$ cat config.mk
export PLATFORM = sky130hd
export DESIGN_NAME = checkback_test_scheduler
export DESIGN_NICKNAME = d
export VERILOG_FILES = /design/src/core/checkback_pkg.sv /design/src/core/checkback_test_scheduler.sv
export SDC_FILE = /design/constraint.sdc
export NUM_CORES = 1
export LEC_CHECK = 0
export ABC_AREA = 0
export BUFFER_PORTS_ARGS = -buffer_cell sky130_fd_sc_hd__buf_2
export CORE_ASPECT_RATIO = 0.9
export CORE_MARGIN = 4
export CORE_UTILIZATION = 40
export DETAILED_ROUTE_END_ITERATION = 6
export GPL_ROUTABILITY_DRIVEN = 0
export PLACE_DENSITY = 0.61
export SLEW_MARGIN = 5
export SYNTH_ARGS = -nofsm -noshare
export SYNTH_HDL_FRONTEND = slang
export SYNTH_SLANG_ARGS = --single-unit
$ cat constraint.sdc
create_clock -name ref_clk -period 6.5 [get_ports ref_clk]
set_clock_uncertainty 0.1 [all_clocks]
set_input_delay 1.3 -clock ref_clk [delete_from_list [all_inputs] [get_ports ref_clk]]
set_output_delay 1.3 -clock ref_clk [all_outputs]
set_load 0.01 [all_outputs]
$ cat src/core/checkback_pkg.sv
// Constants, register map and carrier types of the checkback test scheduler.
// Assumes a 50 MHz system clock; all schedule timing counts whole seconds.
package checkback_pkg;

  // Clock and one-second tick
  localparam int CLK_PERIOD_NS = 20;
  localparam int TICK_PERIOD_NS = 1_000_000_000;
  localparam int TICK_CYCLES = TICK_PERIOD_NS / CLK_PERIOD_NS;

  // Time figures
  localparam logic [19:0] SEC_PER_HOUR = 20'h00e10;
  localparam logic [19:0] SEC_PER_MIN = 20'h0003c;
  localparam logic [5:0] MASTER_TIMED_MIN = 6'h05;
  localparam logic [5:0] GRACE_STEP_MIN = 6'h05;
  localparam logic [4:0] SYNC_HOUR = 5'h00;
  localparam logic [5:0] SYNC_MIN = 6'h1e;
  localparam logic [1:0] RECOVERY_PASSES = 2'h3;
  localparam logic [2:0] RECOVER_OUT_S = 3'h5;

  // Setting ranges
  localparam logic [6:0] PERIOD_MIN_H = 7'h01;
  localparam logic [6:0] PERIOD_MAX_H = 7'h78;
  localparam logic [5:0] REC_MIN_MIN = 6'h05;
  localparam logic [5:0] REC_MAX_MIN = 6'h3c;
  localparam logic [4:0] WINDOW_MIN_H = 5'h01;
  localparam logic [4:0] WINDOW_MAX_H = 5'h18;
  localparam logic [4:0] HOUR_MAX = 5'h17;

  // Register offsets
  localparam logic [7:0] OFS_CTRL = 8'h00;
  localparam logic [7:0] OFS_TIMES = 8'h04;
  localparam logic [7:0] OFS_PERIOD = 8'h08;
  localparam logic [7:0] OFS_SETUP = 8'h0c;
  localparam logic [7:0] OFS_TOD = 8'h10;
  localparam logic [7:0] OFS_DATE = 8'h14;
  localparam logic [7:0] OFS_STATUS = 8'h18;

  // CTRL bits
  localparam int CTRL_AUTO = 0;
  localparam int CTRL_PERIODIC = 1;
  localparam int CTRL_RECOVERY = 2;
  localparam int CTRL_SYNC = 3;
  localparam int CTRL_CODED = 4;
  localparam int CTRL_FALLBACK = 5;
  localparam int CTRL_TEST = 8;

  // Reset values
  localparam logic [6:0] PERIOD_RST = 7'h08;
  localparam logic [5:0] REC_RST = 6'h0f;
  localparam logic [4:0] WINDOW_RST = 5'h01;
  localparam logic [3:0] RETRIES_RST = 4'h3;

  typedef struct packed {
    logic [4:0] hour;
    logic [5:0] minute;
    logic [5:0] second;
  } tod_t;

  typedef struct packed {
    logic [15:0] year;
    logic [3:0] month;
    logic [4:0] day;
  } date_t;

  typedef enum logic [2:0] {
    OUT_DELAY = 3'b000,
    OUT_TESTING = 3'b001,
    OUT_PASS = 3'b010,
    OUT_RECOVER = 3'b011,
    OUT_DISABLE = 3'b100
  } out_sel_t;

  typedef enum logic [1:0] {
    ST_IDLE = 2'b00,
    ST_LAUNCH = 2'b01,
    ST_WAIT = 2'b10
  } test_state_t;

endpackage

$ cat src/core/checkback_test_scheduler.sv
// Checkback test scheduler: test sources, retries, recovery, clock and sync.
// Assumes an external test engine answering each test_start with test_done.
`timescale 1ns/1ps

module checkback_test_scheduler
  import checkback_pkg::*;
#(
  parameter int TICK_COUNT = TICK_CYCLES
)
(
  // Clock and reset
  input wire logic ref_clk,
  input wire logic reset_n,
  // APB slave
  input wire logic psel,
  input wire logic penable,
  input wire logic pwrite,
  input wire logic [7:0] paddr,
  input wire logic [31:0] pwdata,
  output logic [31:0] prdata,
  output logic pready,
  output logic pslverr,
  // Front panel and rear contact
  input wire logic test_pushbutton,
  input wire logic rear_test_contact,
  input wire logic config_custom,
  // Test engine
  output logic test_start,
  output logic test_low_power,
  output logic test_timed_mode,
  input wire logic test_done,
  input wire logic test_pass,
  input wire logic message_busy,
  // Traffic from peer modules
  input wire logic peer_test_good,
  input wire logic sync_load,
  input wire tod_t sync_time_in,
  output logic sync_push,
  output tod_t sync_time_out,
  // Indicators and outputs
  output logic recovery_led,
  output logic major_alarm,
  output logic delayed_alarm,
  output logic [2:0] user_out
);

  logic auto_en, periodic_mode, recovery_en, sync_en, primary_coded, fallback_en;
  logic [4:0] test_hour [4];
  logic [6:0] period_h;
  logic [5:0] rec_min;
  logic [4:0] window_h;
  logic [3:0] address;
  logic [3:0] retries;
  out_sel_t out_sel [3];
  tod_t tod;
  date_t date;
  logic [31:0] tick_cnt;
  logic tick, tick_d;
  logic btn_q, rear_q, cmd_test, manual_req, auto_req, req_pending;
  logic timed_hit, per_fire, rec_fire, heard;
  logic [19:0] per_cnt, rec_cnt, win_cnt;
  test_state_t state;
  logic [3:0] attempts;
  logic fallback_phase, fallback_go, out_good, out_fail;
  logic recovery_mode, recovered, pass_flag, blink;
  logic [1:0] pass_cnt;
  logic [2:0] rcv_hold;
  logic is_master, wr, rd_setup;
  logic [31:0] next_rdata;

  function automatic logic [19:0] hours_to_sec(input logic [6:0] h);
    return 20'(h) * SEC_PER_HOUR;
  endfunction

  function automatic logic [19:0] min_to_sec(input logic [5:0] m);
    return 20'(m) * SEC_PER_MIN;
  endfunction

  function automatic logic at_time(input tod_t t, input logic [4:0] h, input logic [5:0] m);
    return t.hour == h && t.minute == m && t.second == 6'h00;
  endfunction

  assign is_master = address == 4'h0;
  assign wr = psel && penable && pwrite;
  assign rd_setup = psel && !penable && !pwrite;
  assign pready = 1'b1;

  // APB read data, captured in the setup phase
  always_comb
  begin
    next_rdata = 32'h00000000;
    case (paddr)
      OFS_CTRL: next_rdata = {26'h0000000, fallback_en, primary_coded, sync_en,
                              recovery_en, periodic_mode, auto_en};
      OFS_TIMES: next_rdata = {3'h0, test_hour[3], 3'h0, test_hour[2],
                               3'h0, test_hour[1], 3'h0, test_hour[0]};
      OFS_PERIOD: next_rdata = {11'h000, window_h, 2'h0, rec_min, 1'b0, period_h};
      OFS_SETUP: next_rdata = {5'h00, out_sel[2], 1'b0, out_sel[1], 1'b0, out_sel[0],
                               4'h0, retries, 4'h0, address};
      OFS_TOD: next_rdata = {11'h000, tod.hour, 2'h0, tod.minute, 2'h0, tod.second};
      OFS_DATE: next_rdata = {date.year, 4'h0, date.month, 3'h0, date.day};
      OFS_STATUS: next_rdata = {23'h000000, config_custom, fallback_phase, pass_cnt,
                                state != ST_IDLE, major_alarm, delayed_alarm,
                                recovered, recovery_mode};
      default: next_rdata = 32'h00000000;
    endcase
  end

  always_ff @(posedge ref_clk or negedge reset_n)
  begin
    if (!reset_n)
      prdata <= 32'h00000000;
    else if (rd_setup)
      prdata <= next_rdata;
  end

  always_ff @(posedge ref_clk or negedge reset_n)
  begin
    if (!reset_n)
      pslverr <= 1'b0;
    else if (psel && !penable)
      pslverr <= paddr > OFS_STATUS || paddr[1:0] != 2'h0;
  end

  // Configuration registers
  always_ff @(posedge ref_clk or negedge reset_n)
  begin
    if (!reset_n)
    begin
      auto_en <= 1'b0;
      periodic_mode <= 1'b0;
      recovery_en <= 1'b0;
      sync_en <= 1'b0;
      primary_coded <= 1'b0;
      fallback_en <= 1'b0;
      test_hour <= '{default: 5'h00};
      period_h <= PERIOD_RST;
      rec_min <= REC_RST;
      window_h <= WINDOW_RST;
      address <= 4'h0;
      retries <= RETRIES_RST;
      out_sel <= '{default: OUT_DELAY};
    end
    else if (wr && !pslverr)
    begin
      case (paddr)
        OFS_CTRL:
        begin
          if (config_custom)
          begin
            auto_en <= pwdata[CTRL_AUTO];
            periodic_mode <= pwdata[CTRL_PERIODIC];
          end
          recovery_en <= pwdata[CTRL_RECOVERY];
          sync_en <= pwdata[CTRL_SYNC];
          primary_coded <= pwdata[CTRL_CODED];
          fallback_en <= pwdata[CTRL_FALLBACK];
        end
        OFS_TIMES:
        begin
          for (int i = 0; i < 4; i++)
          begin
            if (config_custom && pwdata[8*i +: 5] <= HOUR_MAX)
              test_hour[i] <= pwdata[8*i +: 5];
          end
        end
        OFS_PERIOD:
        begin
          if (config_custom && pwdata[6:0] >= PERIOD_MIN_H && pwdata[6:0] <= PERIOD_MAX_H)
            period_h <= pwdata[6:0];
          if (pwdata[13:8] >= REC_MIN_MIN && pwdata[13:8] <= REC_MAX_MIN)
            rec_min <= pwdata[13:8];
          if (pwdata[20:16] >= WINDOW_MIN_H && pwdata[20:16] <= WINDOW_MAX_H)
            window_h <= pwdata[20:16];
        end
        OFS_SETUP:
        begin
          address <= pwdata[3:0];
          retries <= pwdata[11:8];
          for (int i = 0; i < 3; i++)
          begin
            if (pwdata[16 + 4*i +: 3] <= OUT_DISABLE)
              out_sel[i] <= out_sel_t'(pwdata[16 + 4*i +: 3]);
          end
        end
        default:
        begin
        end
      endcase
    end
  end

  // One-second tick
  always_ff @(posedge ref_clk or negedge reset_n)
  begin
    if (!reset_n)
    begin
      tick_cnt <= 32'h00000000;
      tick <= 1'b0;
      tick_d <= 1'b0;
    end
    else
    begin
      tick <= tick_cnt == 32'(TICK_COUNT - 1);
      tick_cnt <= (tick_cnt == 32'(TICK_COUNT - 1)) ? 32'h00000000 : tick_cnt + 32'h1;
      tick_d <= tick;
    end
  end

  // Time of day and date
  always_ff @(posedge ref_clk or negedge reset_n)
  begin
    if (!reset_n)
    begin
      tod <= '0;
      date <= '0;
    end
    else if (wr && paddr == OFS_TOD)
      tod <= '{hour: pwdata[20:16], minute: pwdata[13:8], second: pwdata[5:0]};
    else if (wr && paddr == OFS_DATE)
      date <= '{year: pwdata[31:16], month: pwdata[11:8], day: pwdata[4:0]};
    else if (sync_load && !is_master)
      tod <= sync_time_in;
    else if (tick)
    begin
      if (tod.second != 6'h3b)
        tod.second <= tod.second + 6'h01;
      else
      begin
        tod.second <= 6'h00;
        if (tod.minute != 6'h3b)
          tod.minute <= tod.minute + 6'h01;
        else
        begin
          tod.minute <= 6'h00;
          tod.hour <= (tod.hour == HOUR_MAX) ? 5'h00 : tod.hour + 5'h01;
        end
      end
    end
  end

  // Daily clock push from the master
  always_ff @(posedge ref_clk or negedge reset_n)
  begin
    if (!reset_n)
    begin
      sync_push <= 1'b0;
      sync_time_out <= '0;
    end
    else
    begin
      sync_push <= sync_en && is_master && tick_d && at_time(tod, SYNC_HOUR, SYNC_MIN);
      if (tick_d)
        sync_time_out <= tod;
    end
  end

  // Manual sources
  always_ff @(posedge ref_clk or negedge reset_n)
  begin
    if (!reset_n)
    begin
      btn_q <= 1'b0;
      rear_q <= 1'b0;
      cmd_test <= 1'b0;
    end
    else
    begin
      btn_q <= test_pushbutton;
      rear_q <= rear_test_contact;
      cmd_test <= wr && paddr == OFS_CTRL && pwdata[CTRL_TEST];
    end
  end

  assign manual_req = (btn_q && !test_pushbutton) || (rear_test_contact && !rear_q)
                      || cmd_test;

  // Timed schedule: master at hh:05, remote n at hh:05+5n unless heard
  always_comb
  begin
    timed_hit = 1'b0;
    for (int i = 0; i < 4; i++)
    begin
      if (at_time(tod, test_hour[i], MASTER_TIMED_MIN + 6'(GRACE_STEP_MIN * address)))
        timed_hit = 1'b1;
    end
    timed_hit = timed_hit && tick_d && auto_en && !periodic_mode && !recovery_mode
                && !(is_master && message_busy) && !(!is_master && heard);
  end

  always_ff @(posedge ref_clk or negedge reset_n)
  begin
    if (!reset_n)
      heard <= 1'b0;
    else if (peer_test_good)
      heard <= 1'b1;
    else if (tick_d && tod.minute == 6'h00 && tod.second == 6'h00)
      heard <= 1'b0;
  end

  // Periodic timer, running from reset; remotes add their grace
  assign per_fire = tick && auto_en && periodic_mode && !recovery_mode
                    && per_cnt + 20'h1 >= hours_to_sec(period_h)
                       + 20'(address) * min_to_sec(GRACE_STEP_MIN);

  always_ff @(posedge ref_clk or negedge reset_n)
  begin
    if (!reset_n)
      per_cnt <= 20'h00000;
    else if (out_good || peer_test_good || per_fire)
      per_cnt <= 20'h00000;
    else if (tick)
      per_cnt <= per_cnt + 20'h1;
  end

  // Recovery period and window timers
  assign rec_fire = tick && recovery_mode && rec_cnt + 20'h1 >= min_to_sec(rec_min);

  always_ff @(posedge ref_clk or negedge reset_n)
  begin
    if (!reset_n)
    begin
      rec_cnt <= 20'h00000;
      win_cnt <= 20'h00000;
      delayed_alarm <= 1'b0;
    end
    else if (!recovery_mode)
    begin
      rec_cnt <= 20'h00000;
      win_cnt <= 20'h00000;
      delayed_alarm <= 1'b0;
    end
    else if (tick)
    begin
      rec_cnt <= rec_fire ? 20'h00000 : rec_cnt + 20'h1;
      if (win_cnt + 20'h1 >= hours_to_sec(7'(window_h)))
        delayed_alarm <= 1'b1;
      else
        win_cnt <= win_cnt + 20'h1;
    end
  end

  // Pending test request
  assign auto_req = timed_hit || per_fire || rec_fire;

  always_ff @(posedge ref_clk or negedge reset_n)
  begin
    if (!reset_n)
      req_pending <= 1'b0;
    else if (manual_req || auto_req)
      req_pending <= 1'b1;
    else if (state == ST_LAUNCH && !fallback_phase && attempts == 4'h0)
      req_pending <= 1'b0;
  end

  // Test sequencing with retries and timed fallback
  assign test_start = state == ST_LAUNCH;
  // Last try switches to timed mode, visible with its start pulse
  assign fallback_go = state == ST_WAIT && test_done && !test_pass && !fallback_phase
                       && attempts >= retries && primary_coded && fallback_en;

  always_ff @(posedge ref_clk or negedge reset_n)
  begin
    if (!reset_n)
    begin
      state <= ST_IDLE;
      attempts <= 4'h0;
      fallback_phase <= 1'b0;
      out_good <= 1'b0;
      out_fail <= 1'b0;
    end
    else
    begin
      out_good <= 1'b0;
      out_fail <= 1'b0;
      case (state)
        ST_IDLE:
        begin
          attempts <= 4'h0;
          fallback_phase <= 1'b0;
          if (req_pending && !message_busy)
            state <= ST_LAUNCH;
        end
        ST_LAUNCH:
          state <= ST_WAIT;
        ST_WAIT:
        begin
          if (test_done && test_pass)
          begin
            out_good <= 1'b1;
            state <= ST_IDLE;
          end
          else if (test_done && !fallback_phase && attempts < retries)
          begin
            attempts <= attempts + 4'h1;
            state <= ST_LAUNCH;
          end
          else if (test_done && !fallback_phase && primary_coded && fallback_en)
          begin
            fallback_phase <= 1'b1;
            state <= ST_LAUNCH;
          end
          else if (test_done)
          begin
            out_fail <= 1'b1;
            state <= ST_IDLE;
          end
        end
        default:
          state <= ST_IDLE;
      endcase
    end
  end

  always_ff @(posedge ref_clk or negedge reset_n)
  begin
    if (!reset_n)
    begin
      test_timed_mode <= 1'b0;
      test_low_power <= 1'b0;
    end
    else
    begin
      test_timed_mode <= ((fallback_phase && state != ST_IDLE) || fallback_go)
                         ? 1'b1 : !primary_coded;
      test_low_power <= recovery_mode;
    end
  end

  // Alarms and recovery mode
  always_ff @(posedge ref_clk or negedge reset_n)
  begin
    if (!reset_n)
    begin
      major_alarm <= 1'b0;
      pass_flag <= 1'b0;
    end
    else if (out_fail)
    begin
      major_alarm <= 1'b1;
      pass_flag <= 1'b0;
    end
    else if (out_good)
    begin
      major_alarm <= 1'b0;
      pass_flag <= 1'b1;
    end
  end

  always_ff @(posedge ref_clk or negedge reset_n)
  begin
    if (!reset_n)
    begin
      recovery_mode <= 1'b0;
      recovered <= 1'b0;
      pass_cnt <= 2'h0;
    end
    else if (out_fail && is_master && recovery_en)
    begin
      recovery_mode <= 1'b1;
      recovered <= 1'b0;
      pass_cnt <= 2'h0;
    end
    else if (out_good && recovery_mode)
    begin
      if (pass_cnt + 2'h1 == RECOVERY_PASSES)
      begin
        recovery_mode <= 1'b0;
        recovered <= 1'b1;
        pass_cnt <= 2'h0;
      end
      else
        pass_cnt <= pass_cnt + 2'h1;
    end
  end

  // Recovery indication
  always_ff @(posedge ref_clk or negedge reset_n)
  begin
    if (!reset_n)
    begin
      blink <= 1'b0;
      rcv_hold <= 3'h0;
      recovery_led <= 1'b0;
    end
    else
    begin
      if (tick)
        blink <= !blink;
      if (out_good && recovery_mode && pass_cnt + 2'h1 == RECOVERY_PASSES)
        rcv_hold <= RECOVER_OUT_S;
      else if (tick && rcv_hold != 3'h0)
        rcv_hold <= rcv_hold - 3'h1;
      recovery_led <= recovery_mode ? blink : recovered;
    end
  end

  // User outputs
  always_ff @(posedge ref_clk or negedge reset_n)
  begin
    if (!reset_n)
      user_out <= 3'h0;
    else
    begin
      for (int i = 0; i < 3; i++)
      begin
        case (out_sel[i])
          OUT_DELAY: user_out[i] <= delayed_alarm;
          OUT_TESTING: user_out[i] <= state != ST_IDLE;
          OUT_PASS: user_out[i] <= pass_flag;
          OUT_RECOVER: user_out[i] <= rcv_hold != 3'h0;
          OUT_DISABLE: user_out[i] <= !auto_en;
          default: user_out[i] <= 1'b0;
        endcase
      end
    end
  end

endmodule // checkback_test_scheduler

Word level (Yosys, flattened, before mapping):

Index checks and enable logic that the tools add are counted.

* logic and storage cells: 347
* register bits after elaboration: 279

* add/sub/neg operators: 12
* muxes and demuxes: 70
* equal/unequal tests: 43
* $lt $le $gt $ge: 19
* multiply operators: 5
* reduce and logical (&&, ||, !) cells: 139
* bitwise operators: 1

Operators with widths (number)
* one-hot mux 32 bit (7 select lines): 1
* two-way mux 20 bit: 8
* logical AND 1 bit: 69
* two-way mux 17 bit: 4
* adder 20 x 1 -> 20 bit, second input constant: 3
* AND reduction 3 bit: 13
* two-way mux 1 bit: 33
* adder 32 x 1 -> 32 bit, second input constant: 1
* == test 32 x 26 -> 1 bit, second input constant: 1
* two-way mux 32 bit: 1
* <= comparator 5 bit, second input constant: 5
* == test 8 x 5 -> 1 bit, second input constant: 3
* adder 19 x 13 -> 20 bit: 1
* == test 5 bit: 4
* >= comparator 20 x 12 -> 1 bit: 1
* >= comparator 20 x 17 -> 1 bit: 1
* >= comparator 20 bit: 1
* nonzero test 2 bit: 10
* == test 3 x 2 -> 1 bit, second input constant: 6
* == test 8 x 4 -> 1 bit, second input constant: 2
* logical NOT 1 bit: 16
* two-way mux 2 bit: 8
* AND reduction 2 bit: 8
* multiplier 7 x 8 -> 15 bit, second input constant: 1
* other kinds (51): 88

Longest topological paths before layout:

* depth after elaboration: 19
* gate-level depth with buffers: 26
* gate-level depth less buffers: 25

Worst setup path after synthesis:

Ideal clock, no wire load.

* kind: reg2reg
* from: register address[2]
* to: register per_cnt[0]
* data arrival time: 4.930 ns
* cell stages (with the launch flop): 26
* slack: 1.397 ns
* buffers on the path: 1
* cell sequence: dfrtp_1 -> inv_1 -> ha_1 -> inv_1 -> fa_1 -> inv_1 -> ha_1 -> a31oi_1 -> o21bai_1 -> a211oi_1 -> nor2_1 -> ha_1 -> or2_2 -> a21oi_1 -> a21oi_1 -> a31o_2 -> nand2_1 -> xnor2_1 -> ha_1 -> a21o_1 -> a21o_1 -> a21oi_1 -> nor2_1 -> or4_1 -> clkbuf_1 -> nor2_1

* longest elaborated chain between the ends: 6

RTL lines
* start: declaration: line checkback_test_scheduler.sv:52 `logic [3:0] address;`
* start signal: assignment: line checkback_test_scheduler.sv:178 `address <= pwdata[3:0];`
* multiplier 4 x 7 -> 11 bit *: line checkback_test_scheduler.sv:304 `+ 20'(address) * min_to_sec(GRACE_STEP_MIN);`
* adder 19 x 13 -> 20 bit *: line checkback_test_scheduler.sv:304
* >= comparator 20 bit *: line checkback_test_scheduler.sv:303 `&& per_cnt + 20'h1 >= hours_to_sec(period_h)`
* logical AND 1 bit *: line checkback_test_scheduler.sv:303
* logical OR 1 bit *: line checkback_test_scheduler.sv:310 `else if (out_good || peer_test_good || per_fire)`
* two-way mux 20 bit or nonzero test 2 bit (tied branches)
* end signal: assignment: line checkback_test_scheduler.sv:313 `per_cnt <= per_cnt + 20'h1;`
* end: declaration: line checkback_test_scheduler.sv:61 `logic [19:0] per_cnt, rec_cnt, win_cnt;`

Mark *: on every way between the ends. The rest lies on a longest branch, timed or not.
A chain may end at the register's enable or synchronous reset.

Worst setup path in the final report:

* from: register address[2]
* to: register per_cnt[12]

The elaborated chain is that of the path after synthesis.

==> impl_metrics.toml <==
[worst_setup_path]
r2r_cells = 21
crit_path_start_kind = "flop"
crit_top_cell = "ha_1"
cp_slowest_cell = "o311ai_0"
r2r_slack_ns = 0.87
r2r_end = "per_cnt[12]$_DFFE_PN0P_"
crit_buf_inv = 3
crit_path_end_kind = "flop"
critPathKind = "reg -> reg"
required_ns = 6.85
crit_family = "compound AO/OA/AOI/OAI gates"
rr_startpoint = "address[2]$_DFFE_PN0P_"
arrival_ns = 5.97
cp_max_fo = 20
cpPeakStageDelay_ns = 0.62
crit_chain = "inv_1 -> ha_1 -> inv_1 -> fa_1 -> inv_1 -> ha_1 -> xor2_1 -> ha_1 -> nor2b_1 -> o21ai_0 -> a21boi_0 -> o311ai_0 -> a21oi_1 -> nand2_1 -> xor2_1 -> ha_1 -> a21o_1 -> a211oi_1 -> a2111oi_0 -> or4_4 -> nor2_1"

[cts]
cts_tree = "built"
cts_buffer_depth = 3
clk_pin_slew_ns = 0.06
clk_latency_ns = 0.53
cts-root-buf = "clkbuf_16"
h-tree-depth = 2
cts_buffers = 34
clock-sinks = 277

[synthesis]
yosysWarnings = 0
netlist_instances = 1732
ys_seq_area_frac = 0.399
synth_top_flop_cell = "dfrtp_1"
synth_edf_count = 0
post_synth_num_cell_types = 81
synth_commonest_cells = "dfrtp_1 (269), nor2_1 (160), ha_1 (156)"
yosysTopAreaCellShare = 0.387
synth.most_common_cell = "dfrtp_1"
async_flop_share = 1.00
synth.largest_area_cell = "dfrtp_1"
ys_ff_latch = 277
syn-cell-area_um2 = 17400
syn_avg_cell_area_um2 = 10.0
yosys-top-cells-area = "dfrtp_1 (39%), ha_1 (11%), mux2_2 (5.4%)"

[sta]
max_freq_ghz = 0.178
tightest_slew_ns = 1.05
fin_ws_ns = 0.874
setup_violations = 0
slew_headroom = 0.301
grt_setup_unrepaired = "no"
setup_tns_ns = 0
drv_slew = 0
fin_crit_ns = 5.63
hold_viol = 0
holdWs_ns = 0.355
fin_crit_sh = 0.866

[cells_and_area]
fillers = 3962
fin_nets = 2078
instances_no_fill = 2415
drive_above_1_share = 0.168
finish.utilization = 0.459
post-route-cell-area_um2 = 19700
area_growth_pct = 13.5

[pwr]
ir_drop_uv = 164
pwr_density_cell_nw_per_um2 = 212
leakagePower_nw = 9.46
power_mw = 4.18

[route]
drc = 0
postRouteAntennaNets = 0
num_vias = 13500
firstDrtPassIters = 7
wire_per_inst_um = 19.4
totalWireLength_um = 46800
drtIter0Drc = 1229
viasPerCell = 5.60

[flow_run]
max-cap-violations = 0

[floorplanning]
die_y_um = 206
dieArea_um2 = 46900
row_count = 72
core_um2 = 43000
die_width_um = 228
initial_core_util = 0.404
ios = 131

[global_routing]
grt-ovfl-total = 0
grt_pass1_vias = 13200
grt_pass1_wl_um = 74400
grt_util_all_layers = 0.197
grt_max_degree = 184
antenna_found_initial = 2

[worst_hold_path]
hold_end = "blink$_DFFE_PN0P_"
whs_path_depth = 1
min_from = "blink$_DFFE_PN0P_"
hp-class = "reg -> reg"

[place]
io_buffers = 124
hpwl_um = 34000
dp.cells = 2352
placed_cell_area_um2 = 18500
post-place-ws_ns = 0.630

[run_status]
run_status = "completed"
flip-flops by register name, indices dropped and copies added, names as in the netlist, 2 cells and up:
| name | cells |
|---|---|
| address | 4 |
| attempts | 4 |
| date | 25 |
| out_sel | 9 |
| pass_cnt | 2 |
| per_cnt | 20 |
| period_h | 7 |
| prdata | 30 |
| rcv_hold | 3 |
| rec_cnt | 20 |
| rec_min | 6 |
| retries | 4 |
| state | 2 |
| sync_time_out | 17 |
| test_hour | 20 |
| tick_cnt | 32 |
| tod | 17 |
| user_out | 3 |
| win_cnt | 20 |
| window_h | 5 |
cell usage in the layout (no fill, tap or decap), types with 11 or more instances in the layout:
master,netlist,final
buf_4,3,12
o211ai_1,19,19
nand2_1,99,99
nand4_1,22,22
and3_1,33,33
inv_1,99,99
nand2b_1,14,14
nor2b_1,14,13
dfrtp_1,269,269
nor2_1,160,160
nor3_1,39,39
a22o_1,21,21
a21oi_1,57,57
nor4_1,11,11
or3_1,12,12
xor2_1,82,82
a222oi_1,15,15
fa_1,19,19
o21ai_0,52,52
clkbuf_16,0,37
a31oi_1,19,19
a22oi_1,24,24
xnor2_1,85,85
a21o_1,23,23
a211oi_1,15,15
nand3_1,67,67
buf_2,4,123
ha_1,156,156
mux2_2,83,83
repair_timing:
item                                   CTS  global route
resized for setup                        0             1
endpoints found under the hold margin    0             0
setup buffers                            0             0
setup endpoints to repair                0            17
hold buffers                             0             0
layer usage:
metal,track usage,share of wire,vias up
met4,0.0503,0.022,2
met5,0,0.00026,-
li1,-,-,6415
met3,0.0370,0.071,63
met1,0.295,0.48,6649
met2,0.295,0.43,383
layout make-up:
| type | instances | area (um^2) | share of cell area |
|---|---|---|---|
| Timing Repair Buffer | 137 | 741 | 0.0375 |
| Inverter | 99 | 372 | 0.0188 |
| Clock inverter | 11 | 141 | 0.00717 |
| Sequential cell | 277 | 6940 | 0.352 |
| Tap cell | 555 | 694 | 0.0352 |
| Clock buffer | 50 | 1040 | 0.0530 |
| Antenna cell | 2 | 5.00 | 0.000254 |
| Multi-Input combinational cell | 1284 | 9790 | 0.496 |
worst max-delay path by stage:
stage                                start                      end  slack (ns)  cells after the start
finish              address[2]$_DFFE_PN0P_  per_cnt[12]$_DFFE_PN0P_        0.87                     21
global route        address[2]$_DFFE_PN0P_  per_cnt[12]$_DFFE_PN0P_        0.31                     21
CTS                 address[2]$_DFFE_PN0P_  per_cnt[12]$_DFFE_PN0P_        0.60                     21
detailed placement  address[2]$_DFFE_PN0P_  per_cnt[10]$_DFFE_PN0P_        0.63                     21
global placement    address[2]$_DFFE_PN0P_   per_cnt[8]$_DFFE_PN0P_        0.75                     21
floorplan           address[2]$_DFFE_PN0P_   per_cnt[0]$_DFFE_PN0P_        1.40                     25
power by group:
part / total (mW) / switching [mW] / internal (mW)
combinational: 0.341 / 0.214 / 0.126
clock: 1.99 / 0.756 / 1.24
sequential: 1.84 / 0.0641 / 1.78
worst reg2reg max path: stages, from the launching register on:
cell       delay [ns]
dfrtp_1          0.56
inv_1            0.08
ha_1             0.28
inv_1            0.05
fa_1             0.49
inv_1            0.05
ha_1             0.21
xor2_1           0.17
ha_1             0.31
nor2b_1          0.14
o21ai_0          0.22
a21boi_0         0.14
o311ai_0         0.62
a21oi_1          0.23
nand2_1          0.13
xor2_1           0.16
ha_1             0.26
a21o_1           0.18
a211oi_1         0.23
a2111oi_0        0.16
or4_4            0.59
nor2_1           0.18
logic make-up (layout without fill, tap and decap cells):
kind of cell,after synthesis,count (layout),synth area share
DFF,277,277,0.399
AOI/OAI and AO/OA,323,323,0.132
and+or+nand+nor,523,523,0.150
other,2,5,0.000432
xor gates and xnor gates,167,167,0.0841
buffers and inverters,172,297,0.0384
adders and majority gates,175,175,0.134
muxes,93,93,0.0617
No activity file was read; power rests on OpenSTA's default activity.
